File: src/scw_pkg.sv
// Shared constants and types of the serial configuration write receiver
package scw_pkg;

    // ****************************************
    // Sequence layout
    // ****************************************
    localparam logic [7:0] OWN_ADDR = 8'hD2;
    localparam logic [3:0] NUM_BYTES = 4'hA;
    localparam logic [3:0] KEEP_FIRST = 4'h6;
    localparam logic [3:0] KEEP_LAST = 4'h9;
    localparam logic [3:0] BITS_PER_BYTE = 4'h8;

    // ****************************************
    // Configuration carrier
    // ****************************************
    typedef struct packed {
        logic [3:0][7:0] data;
    } scw_cfg_t;

    // Data byte 4 bit 6 (24/48 MHz output active) is the only set default bit
    localparam scw_cfg_t CFG_RESET = 32'h0000_4000;

    // ****************************************
    // Receiver state
    // ****************************************
    typedef enum logic [3:0] {
        ST_IDLE   = 4'b0001,
        ST_RX     = 4'b0010,
        ST_ACK    = 4'b0100,
        ST_IGNORE = 4'b1000
    } scw_state_t;

    typedef struct packed {
        logic [1:0] scl_sync;
        logic [1:0] sda_sync;
        logic scl_d;
        logic sda_d;
        scw_state_t state;
        logic [3:0] bit_cnt;
        logic [3:0] byte_idx;
        logic [7:0] shift;
        logic oe;
        logic load;
        logic loaded;
        scw_cfg_t cfg;
    } scw_rcv_t;

endpackage : scw_pkg

File: src/scw_receiver.sv
// Two-wire write-only configuration receiver with its configuration registers
`timescale 1ns/1ps

module scw_receiver #(
    parameter scw_pkg::scw_cfg_t CFG_DEFAULT = scw_pkg::CFG_RESET
) (
    // Clock and reset
    input wire logic clk_sys,
    input wire logic resetn,
    // Serial link pins (open drain data)
    input wire logic scl_in,
    input wire logic sda_in,
    output logic sda_out,
    output logic sda_oe,
    // Configuration towards the clock core
    output scw_pkg::scw_cfg_t cfg,
    output logic cfg_load
);

    scw_pkg::scw_rcv_t st_r;
    scw_pkg::scw_rcv_t st_nxt;
    logic scl_rise;
    logic scl_fall;
    logic start_cond;
    logic stop_cond;
    logic [3:0] rel_idx;

    // ****************************************
    // Slot decode
    // ****************************************
    // Slots six to nine carry data bytes 3 to 6
    function automatic logic keep_slot(input logic [3:0] idx);
        return idx >= scw_pkg::KEEP_FIRST && idx <= scw_pkg::KEEP_LAST;
    endfunction : keep_slot

    // ****************************************
    // Pin edges, seen on second sync stage only
    // ****************************************
    assign scl_rise = st_r.scl_sync[1] & ~st_r.scl_d;
    assign scl_fall = ~st_r.scl_sync[1] & st_r.scl_d;
    assign start_cond = st_r.scl_sync[1] & st_r.scl_d & st_r.sda_d & ~st_r.sda_sync[1];
    assign stop_cond = st_r.scl_sync[1] & st_r.scl_d & ~st_r.sda_d & st_r.sda_sync[1];
    assign rel_idx = st_r.byte_idx - scw_pkg::KEEP_FIRST;

    // ****************************************
    // Next state
    // ****************************************
    always_comb begin
        st_nxt = st_r;
        st_nxt.scl_sync = {st_r.scl_sync[0], scl_in};
        st_nxt.sda_sync = {st_r.sda_sync[0], sda_in};
        st_nxt.scl_d = st_r.scl_sync[1];
        st_nxt.sda_d = st_r.sda_sync[1];
        st_nxt.load = 1'b0;
        if (start_cond) begin
            // Repeated start restarts the byte count from the address
            st_nxt.state = scw_pkg::ST_RX;
            st_nxt.bit_cnt = '0;
            st_nxt.byte_idx = '0;
            st_nxt.oe = 1'b0;
        end else if (stop_cond) begin
            st_nxt.state = scw_pkg::ST_IDLE;
            st_nxt.oe = 1'b0;
        end else begin
            unique case (st_r.state)
                scw_pkg::ST_IDLE: begin
                    st_nxt.oe = 1'b0;
                end
                scw_pkg::ST_RX: begin
                    if (scl_rise && st_r.bit_cnt < scw_pkg::BITS_PER_BYTE) begin
                        st_nxt.shift = {st_r.shift[6:0], st_r.sda_sync[1]};
                        st_nxt.bit_cnt = st_r.bit_cnt + 4'h1;
                    end else if (scl_fall && st_r.bit_cnt == scw_pkg::BITS_PER_BYTE) begin
                        if (st_r.byte_idx == '0 && st_r.shift != scw_pkg::OWN_ADDR) begin
                            // Read address or foreign device: stay off the bus
                            st_nxt.state = scw_pkg::ST_IGNORE;
                        end else if (st_r.byte_idx >= scw_pkg::NUM_BYTES) begin
                            // Bytes beyond the tenth are not acknowledged
                            st_nxt.state = scw_pkg::ST_IGNORE;
                        end else begin
                            st_nxt.state = scw_pkg::ST_ACK;
                            st_nxt.oe = 1'b1;
                            if (keep_slot(st_r.byte_idx)) begin
                                st_nxt.cfg.data[rel_idx[1:0]] = st_r.shift;
                                st_nxt.loaded = 1'b1;
                                st_nxt.load = (st_r.byte_idx == scw_pkg::KEEP_LAST);
                            end
                            // Command and count bytes only advance the slot
                        end
                    end
                end
                scw_pkg::ST_ACK: begin
                    if (scl_fall) begin
                        st_nxt.state = scw_pkg::ST_RX;
                        st_nxt.oe = 1'b0;
                        st_nxt.bit_cnt = '0;
                        st_nxt.byte_idx = st_r.byte_idx + 4'h1;
                    end
                end
                scw_pkg::ST_IGNORE: begin
                    st_nxt.oe = 1'b0;
                end
                default: begin
                    st_nxt.state = scw_pkg::ST_IDLE;
                    st_nxt.oe = 1'b0;
                end
            endcase
        end
    end

    // ****************************************
    // State register
    // ****************************************
    always_ff @(posedge clk_sys or negedge resetn) begin
        if (!resetn) begin
            st_r.scl_sync <= 2'h3;
            st_r.sda_sync <= 2'h3;
            st_r.scl_d <= 1'b1;
            st_r.sda_d <= 1'b1;
            st_r.state <= scw_pkg::ST_IDLE;
            st_r.bit_cnt <= '0;
            st_r.byte_idx <= '0;
            st_r.shift <= '0;
            st_r.oe <= 1'b0;
            st_r.load <= 1'b0;
            st_r.loaded <= 1'b0;
            st_r.cfg <= CFG_DEFAULT;
        end else begin
            st_r <= st_nxt;
        end
    end

    // Only ever pulls low; the pin is released otherwise
    assign sda_out = 1'b0;
    assign sda_oe = st_r.oe;
    assign cfg = st_r.cfg;
    assign cfg_load = st_r.load;
endmodule : scw_receiver

File: config.mk
export PLATFORM = sky130hd
export DESIGN_NAME = scw_receiver
export DESIGN_NICKNAME = d
export VERILOG_FILES = /design/src/scw_pkg.sv /design/src/scw_receiver.sv
export SDC_FILE = /design/constraint.sdc
export NUM_CORES = 1
export LEC_CHECK = 0
export ABC_AREA = 1
export BUFFER_PORTS_ARGS = -buffer_cell sky130_fd_sc_hd__buf_2
export CORE_MARGIN = 5
export CORE_UTILIZATION = 26
export CTS_CLUSTER_SIZE = 8
export DETAILED_ROUTE_END_ITERATION = 7
export HOLD_SLACK_MARGIN = 0.05
export PLACE_DENSITY = 0.43
export SYNTH_ARGS = -nofsm -noshare
export SYNTH_HDL_FRONTEND = slang
export SYNTH_SLANG_ARGS = --single-unit
File: constraint.sdc
create_clock -name clk_sys -period 2 [get_ports clk_sys]
set_input_delay 0.4 -clock clk_sys [delete_from_list [all_inputs] [get_ports clk_sys]]
set_output_delay 0.4 -clock clk_sys [all_outputs]
set_load 0.1 [all_outputs]
==> results of run 1 <==
==> cell usage after synthesis <==
cell     count
inv_2        3
nand2_1    135
a21oi_1      4
nor2_1      28
buf_6        3
o21ai_0     13
conb_1       1
buf_4       35
nor2_4       2
inv_1       30
a21oi_2      1
nand3_1     46
nand2_2      2
dfrtp_1     52
buf_2        3
dfstp_2      8
nand4_1      3
ha_1         6
xor2_1       2
nor2_2       3
nor3_1       3
nand3_2      1
==> critical path, stage by stage (launching register included) <==
cell     delay [ns]
dfrtp_1        0.41
inv_1          0.14
ha_1           0.19
inv_1          0.06
nand2_1        0.05
nand2_1        0.05
nand2_1        0.09
nand2_1        0.07
nor2_2         0.21
nand3_1        0.33
nand2_1        0.15
nand2_1        0.05
==> timing repair <==
| action | in CTS | in global routing |
|---|---|---|
| setup endpoints to repair | 2 | 31 |
| resized for setup | 0 | 2 |
| hold endpoints to repair | 13 | 0 |
| hold buffers | 1 | 0 |
| gates cloned | 1 | 0 |
| setup buffers | 0 | 1 |
| pin swaps | 1 | 1 |
==> kinds of logic (layout without fill, tap and decap cells) <==
group | Yosys count | count (layout)
compound gates | 18 | 18
xor+xnor | 2 | 2
fa+ha+maj | 6 | 6
buf+inv | 74 | 99
flops | 60 | 60
other cells | 1 | 1
simple gates | 223 | 224
==> layout make-up <==
type                            count  share of cell area
Clock inverter                      7             0.02137
Inverter                           33             0.03468
Clock buffer                        9             0.06305
Multi-Input combinational cell    251              0.3208
Tap cell                          143             0.05009
Timing Repair Buffer               50             0.08687
Sequential cell                    60              0.4231
==> layout by cell type, fill, tap and decap left out, drive strengths merged, types with 2 or more instances in the layout <==
| cell type | n |
|---|---|
| clkbuf | 9 |
| o21ai | 13 |
| nand3 | 47 |
| nand2 | 137 |
| nor3 | 3 |
| dfrtp | 52 |
| a21oi | 5 |
| nor2 | 34 |
| dfstp | 8 |
| ha | 6 |
| buf | 49 |
| nand4 | 3 |
| inv | 34 |
| clkinvlp | 2 |
| xor2 | 2 |
| clkinv | 3 |
==> per-stage QoR <==
step | hold slack (ns) | setup TNS, ns | cell area, um^2
floorplan | 0.1044 | 0 | 3077
global placement | 0.3236 | 0 | 3224
detailed placement | 0.3286 | -0.01335 | 3224
CTS | 0.1616 | 0 | 3542
global route | 0.1570 | -0.9452 | 3572
finish | 0.1739 | 0 | 3572
==> worst max path at each step <==
| stage | endpoint | cells past startpoint |
|---|---|---|
| global route | flip-flop | 11 |
| floorplan | flip-flop | 11 |
| detailed placement | flip-flop | 10 |
| CTS | flip-flop | 10 |
| global placement | flip-flop | 10 |
| finish | flip-flop | 11 |
==> power breakdown <==
group / leakage, nW / internal [mW] / total, mW / switching (mW)
Combinational: 0.989 / 0.140 / 0.445 / 0.306
Sequential: 0.804 / 1.28 / 1.33 / 0.0522
Clock: 0.142 / 0.969 / 1.55 / 0.581
Total: 1.93 / 2.38 / 3.32 / 0.939
==> routing by layer <==
layer	routed length [um]	up-vias	share of wire	GRT usage
li1	-	1215	-	-
met1	3438	1115	0.47	0.1366
met2	3488	35	0.48	0.1748
met3	254	8	0.035	0.03200
met4	83	0	0.011	0.04924
met5	0	-	0	0
==> impl_metrics.yaml, run 1 <==
status:
  outcome: "finished, final reports clean"
place:
  dp.cells: 534
  placement.io_buffers: 37
  hpwl_mm: 5.074
  post-place-ws_ns: -0.009618
  globalplace.congestion: 0.7850
critical_path:
  critPathCaptureType: "flip-flop"
  required_ns: 2.22
  path_class: "flip-flop to flip-flop"
  cp-start-kind: "flip-flop"
  rr_worst_depth: 11
  startpoint: "st_r[43]"
  cp.arrival_ns: 2.12
  r2r_setup_slack_ns: 0.1
  r2r_start: "st_r[43]"
  crit_fanout: 8
timing:
  setup_viol: 0
  fmax_ghz: 0.5257
  timing.final.ws_setup_ns: 0.09778
  hold_viol_final: 0
  fin_worst_skew_ns: 0.006970
  rsz0062_at_grt: "yes"
  post-route-period-util: 0.9511
  min_period_ns: 1.902
  drv_slew: 0
min_path:
  hp-class: "primary input to flip-flop"
  hp-start: "sda_in"
  min_path_cells: 1
  min_to: "st_nxt[58]"
clock_network:
  numCtsBuffers: 9
  numClockSinks: 60
  path_clk_slew_ns: 0.06
  clock-root-buffer: "clkbuf_16"
  cts_tree: "yes"
  cts_max_path_buffers: 2
  h-tree-depth: 3
  clock_latency_ns: 0.33
yosys:
  synth-simple-area-share: 0.3054
  synth-compound-area-share: 0.03050
  synth_top_family_by_area: "simple AND/OR/NAND/NOR gates"
  syn_inst: 384
  yosys.area_share.xor_xnor: 0.005693
  synthDistinctLibCells: 22
  yosysTopAreaCellShare: 0.4229
  synthAdderAreaFrac: 0.02440
  syn_avg_cell_area_um2: 8.012
  synth_area_leader_cell: "dfrtp_1"
  yosysWarnings: 0
  synthTopCellsByArea: "dfrtp_1 42%, nand2_1 16%, buf_4 8.5%"
  synth_area_um2: 3077
  yosysSeqAreaShare: 0.4913
  yosys_register_bits: 60
  muxShareOfSynthArea: 0
  syn-num-nets: 394
detailed_routing:
  wl_per_cell_um: 13.14
  dr.first_iter.drc_count: 110
  drt_first_pass_iters: 4
  vias_per_cell: 4.291
  drc: 0
  antenna_left: 0
  vias: 2373
  wirelength_mm: 7.265
global_routing:
  track_usage: 0.1093
  grt_max_degree: 48
  overflow: 0
  antenna_found_initial: 0
  grt_pass1_wl_mm: 12.29
  grt_pass1_vias: 2447
floorplan:
  initial_core_util: 0.2672
  core_um2: 11520
  pin_count: 39
  dieArea_um2: 14110
  die_h_um: 118.8
  fp.dieW_um: 118.8
  rows: 39
cells_and_area:
  fillers: 1260
  utilization: 0.3102
  nets: 415
  multi_input_area_um2: 1146
  layout-drive-gt1-share: 0.2122
  n_antenna_cell: 0
  regArea_um2: 1511
  area_growth_pct: 16.10
  final_cells: 553
power_and_ir_drop:
  p_total_mw: 3.324
  powerDensity_nw_per_um2: 930.4
  leakage_nw: 1.935
  peakVddDrop_uv: 365.9
run:
  maxCapViolCount: 0
Power figures use the tool's default switching activity.
==> run 2: changes to the inputs <==
--- a/config.mk
+++ b/config.mk
@@ -9,9 +9,10 @@
 export BUFFER_PORTS_ARGS = -buffer_cell sky130_fd_sc_hd__buf_2
 export CORE_MARGIN = 5
 export CORE_UTILIZATION = 26
-export CTS_CLUSTER_SIZE = 8
+export CTS_CLUSTER_SIZE = 14
 export DETAILED_ROUTE_END_ITERATION = 7
 export HOLD_SLACK_MARGIN = 0.05
+export MAX_ROUTING_LAYER = met4
 export PLACE_DENSITY = 0.43
 export SYNTH_ARGS = -nofsm -noshare
 export SYNTH_HDL_FRONTEND = slang
==> impl_metrics.yaml, run 2 (synthesis gave the netlist of run 1 again) <==
global_routing:
  grt_max_degree: 48
  overflow: 0
  antenna_found_initial: 0
  track_usage: 0.1130
  grt_pass1_vias: 2440
  grt_pass1_wl_mm: 12.32
status:
  outcome: "finished, final reports clean"
critical_path:
  critical_path.top_delay_family: "simple AND/OR/NAND/NOR gates"
  crit_top_cell: "nand2_1"
  critical_path_buf_inv_count: 2
  r2r_start: "st_r[43]"
  cp-start-kind: "flip-flop"
  path_class: "flip-flop to flip-flop"
  critPathCaptureType: "flip-flop"
  critPathMaxStageDelay_ns: 0.41
  startpoint: "st_r[43]"
  cp.arrival_ns: 2.12
  slowest_stage: "dfrtp_1"
  cp_cell_sequence: "inv_1 > ha_1 > inv_1 > nand2_1 > nand2_1 > nand2_1 > nand2_1 > nor2_2 > nand3_1 > nand2_1 > nand2_1"
  required_ns: 2.22
  crit_fanout: 8
place:
  dp.cells: 534
  post-place-ws_ns: -0.009618
  hpwl_mm: 5.074
  globalplace.congestion: 0.7959
  place_area_um2: 3224
  placement.io_buffers: 37
detailed_routing:
  drc: 0
  wirelength_mm: 7.281
  dr.first_iter.drc_count: 108
  vias: 2392
  drt_first_pass_iters: 4
  wl_per_cell_um: 13.17
  vias_per_cell: 4.325
  antenna_left: 0
floorplan:
  rows: 39
  core_um2: 11520
  die_h_um: 118.8
  dieArea_um2: 14110
  initial_core_util: 0.2672
  pin_count: 39
  fp.dieW_um: 118.8
timing:
  finalSetupTns_ns: 0
  setup_viol: 0
  hold_viol_final: 0
  fin_worst_skew_ns: 0.006869
  drv_slew: 0
  fmax_ghz: 0.5257
  timing.final.ws_setup_ns: 0.09772
  post-route-period-util: 0.9511
  min_period_ns: 1.902
  rsz0062_at_grt: "yes"
  hold_ws_ns: 0.1703
min_path:
  hp-start: "sda_in"
  hp-class: "primary input to flip-flop"
clock_network:
  cts_tree: "yes"
  clock_latency_ns: 0.33
  numCtsBuffers: 9
  numClockSinks: 60
  path_clk_slew_ns: 0.06
  h-tree-depth: 3
  clock-root-buffer: "clkbuf_16"
  cts_max_path_buffers: 2
cells_and_area:
  stdcell_area_um2: 3572
  final_cells: 553
  area_growth_pct: 16.10
  regArea_um2: 1511
  n_antenna_cell: 0
  utilization: 0.3102
  layout-drive-gt1-share: 0.2122
  nets: 415
  fillers: 1260
  final_common_cell: "nand2_1"
  multi_input_area_um2: 1146
  layout_common_cells: "135 x nand2_1, 52 x dfrtp_1, 45 x nand3_1"
run:
  maxCapViolCount: 0
power_and_ir_drop:
  powerDensity_nw_per_um2: 932.2
  leakage_nw: 1.935
  peakVddDrop_uv: 367.6
  p_total_mw: 3.330
-- run 2: cell counts in the layout (fill, tap and decap cells not counted) --
Identical to the previous run, type by type.
-- run 2: layout make-up --
type	count	area share
clock buffer	9	0.06305
timing repair buffer	50	0.08687
multi-input combinational	251	0.3208
inverter	33	0.03468
tap	143	0.05009
clock inverter	7	0.02137
sequential	60	0.4231
-- run 2: layer usage --
metal	global-route usage	vias up	share of wire
li1	-	1215	-
met1	0.1369	1120	0.47
met2	0.1751	44	0.47
met3	0.03438	13	0.043
met4	0.04707	0	0.019
met5	-	-	0
-- run 2: where the power goes --
group / switching [mW] / internal, mW / total [mW] / leakage (nW)
Clock: 0.587 / 0.969 / 1.56 / 0.142
Combinational: 0.306 / 0.140 / 0.446 / 0.989
Sequential: 0.0522 / 1.28 / 1.33 / 0.804
Total: 0.945 / 2.38 / 3.33 / 1.93
-- run 2: final timing paths --
path / slack (ns) / endpoint / depth (start not counted)
max in group asynchronous: 0.86 / st_r[51] / 3
hold / removal: 0.17 / st_nxt[58] / 1
setup reg to reg: 0.1 / flip-flop / 11
hold reg to reg: 0.35 / st_nxt[55] / 0
min in group asynchronous: 0.51 / async pin / 2
setup / recovery: 0.1 / flip-flop / 11
-- run 2: repair_timing --
| item | 4_1_cts | 5_1_grt |
|---|---|---|
| buffers inserted | 0 | 1 |
| pin swaps | 1 | 1 |
| gates resized for setup | 0 | 2 |
| endpoints found under the setup margin | 2 | 31 |
| endpoints found under the hold margin | 13 | 0 |
| gates cloned | 1 | 0 |
| hold buffers | 1 | 0 |
-- run 2: worst register-to-register path, delay by kind of cell (launching register included) --
family | cells | cell delay, ns
simple gates | 8 | 1.01
flops | 1 | 0.41
buf+inv | 2 | 0.20
fa+ha+maj | 1 | 0.19
==> run 3: changes to the inputs <==
--- a/config.mk
+++ b/config.mk
@@ -11,9 +11,11 @@
 export CORE_UTILIZATION = 26
 export CTS_CLUSTER_SIZE = 14
 export DETAILED_ROUTE_END_ITERATION = 7
+export GPL_ROUTABILITY_DRIVEN = 0
 export HOLD_SLACK_MARGIN = 0.05
 export MAX_ROUTING_LAYER = met4
 export PLACE_DENSITY = 0.43
+export SETUP_SLACK_MARGIN = 0.4
 export SYNTH_ARGS = -nofsm -noshare
 export SYNTH_HDL_FRONTEND = slang
 export SYNTH_SLANG_ARGS = --single-unit
==> constraint.sdc (replaced) <==
create_clock -name clk_sys -period 1.9 [get_ports clk_sys]
set_input_delay 0.38 -clock clk_sys [delete_from_list [all_inputs] [get_ports clk_sys]]
set_output_delay 0.38 -clock clk_sys [all_outputs]
set_load 0.1 [all_outputs]
==> impl_metrics.yaml, run 3 (synthesis gave the netlist of run 1 again) <==
status:
  outcome: "finished, final reports clean"
floorplan:
  dieArea_um2: 14110
  fp.dieW_um: 118.8
  die_h_um: 118.8
  rows: 39
  pin_count: 39
  core_um2: 11520
  initial_core_util: 0.2672
power_and_ir_drop:
  p_sw_frac: 0.2703
  powerDensity_nw_per_um2: 935.1
  peakVddDrop_uv: 462.0
  switchingPower_mw: 1.056
  pwr-share-clk: 0.447
  p_int_mw: 2.852
  combPwrFrac: 0.194
  leakage_nw: 2.122
  pwr-share-seq: 0.359
detailed_routing:
  dr.first_iter.drc_count: 96
  wirelength_mm: 7.530
  drt_first_pass_iters: 4
  drc: 0
  antenna_left: 0
  vias_per_cell: 4.219
  wl_per_cell_um: 13.01
  vias: 2443
global_routing:
  track_usage: 0.1179
  overflow: 0
  antenna_found_initial: 0
  grt_max_degree: 26
  grt_pass1_wl_mm: 12.77
  grt_pass1_vias: 2540
clock_network:
  clock-root-buffer: "clkbuf_16"
  cts_tree: "yes"
  numCtsBuffers: 9
  cts_max_path_buffers: 2
  h-tree-depth: 3
  numClockSinks: 60
  path_clk_slew_ns: 0.05
  clock_latency_ns: 0.33
critical_path:
  cp_cell_sequence: "inv_4 > ha_4 > inv_2 > nand2_2 > nand2_2 > nand2_4 > nand2_4 > nor2_4 > buf_6 > nand3_4 > nand2_2 > nand2_1"
  rr_worst_depth: 12
  path_class: "flip-flop to flip-flop"
  r2r_start: "st_r[43]"
  critical_path.top_delay_family: "simple AND/OR/NAND/NOR gates"
  startpoint: "st_r[43]"
  cp.arrival_ns: 1.83
  crit_fanout: 8
  cp-start-kind: "flip-flop"
  critPathCaptureType: "flip-flop"
  critPathMaxStageDelay_ns: 0.44
  crit_top_cell: "nand2_2"
  r2r_setup_slack_ns: 0.28
  slowest_stage: "dfrtp_2"
  critical_path_buf_inv_count: 3
  required_ns: 2.12
  cp.depth: 12
place:
  dp.cells: 537
  place_area_um2: 3314
  hpwl_mm: 5.251
  placement.io_buffers: 37
timing:
  post-route-period-util: 0.8507
  fmax_ghz: 0.6187
  min_period_ns: 1.616
  rsz0062_at_grt: "yes"
  setup_viol: 0
  hold_ws_ns: 0.1522
  hold_viol_final: 0
  fin_worst_skew_ns: 0.006677
  drv_slew: 0
  finalSetupTns_ns: 0
cells_and_area:
  layout-drive-gt1-share: 0.3945
  nets: 441
  stdcell_area_um2: 4179
  final_cells: 579
  layout_common_cells: "103 x nand2_1, 50 x buf_4, 49 x dfrtp_1"
  n_antenna_cell: 0
  final_common_cell: "nand2_1"
  area_growth_pct: 35.83
run:
  maxCapViolCount: 0
min_path:
  hp-class: "primary input to flip-flop"
  hp-start: "scl_in"
-- run 3: changes by cell type in the layout (fill, tap and decap cells not counted), moves of 5 or more --
cell      delta
nor2_1       -9
buf_4       +40
buf_2       -32
nand2_1     -32
inv_2        +5
nand2_2     +28
clkbuf_4    +13
inv_1        -6
-- run 3: area by class of cell --
cell class                 count  area, um^2
timing repair buffer          77       641.9
clock inverter                 4       72.57
multi-input combinational    250        1398
sequential                    60        1515
fill                        1198        7337
tap                          143       178.9
inverter                      33       126.4
clock buffer                  12       246.5
-- run 3: timing repair --
action                                 CTS  global route
setup endpoints to repair               64            64
endpoints found under the hold margin   16             0
setup buffers                           17             7
cloned                                   0             1
pin swaps                               22            20
hold buffers                             1             0
gates resized for setup                 43            66
-- run 3: power by group through the flow --
stage	sequential, mW	clock, mW	combinational [mW]
after floorplan	1.41	0	0.368
after global placement	1.42	0	0.485
after detailed placement	1.42	0	0.490
after CTS	1.40	1.80	0.684
after global routing	1.41	1.86	0.850
final	1.40	1.75	0.760
-- run 3: how the worst min path moves through the flow --
stage,end,slack [ns],depth (start not counted)
global route,st_nxt[60],0.13,1
floorplan,async pin,0.08,0
CTS,st_nxt[60],0.14,1
detailed placement,st_nxt[56],0.35,0
global placement,async pin,0.35,1
finish,st_nxt[60],0.15,1
-- run 3: stage by stage --
stage	total power, mW	worst slack, ns	utilization
finish	3.908	0.2837	0.3629
global route	4.116	0.1511	0.3629
CTS	3.887	0.2618	0.3425
detailed placement	1.914	0.1635	0.2878
global placement	1.905	0.1937	0.2878
floorplan	1.781	0.3046	-
-- run 3: per-layer routing --
layer,GRT usage,routed length (um),part of all wire,up-vias
met3,0.03964,326,0.043,7
met1,0.1410,3522,0.47,1133
li1,-,-,-,1264
met5,-,0,0,-
met2,0.1901,3618,0.48,39
met4,0.03331,63,0.0084,0
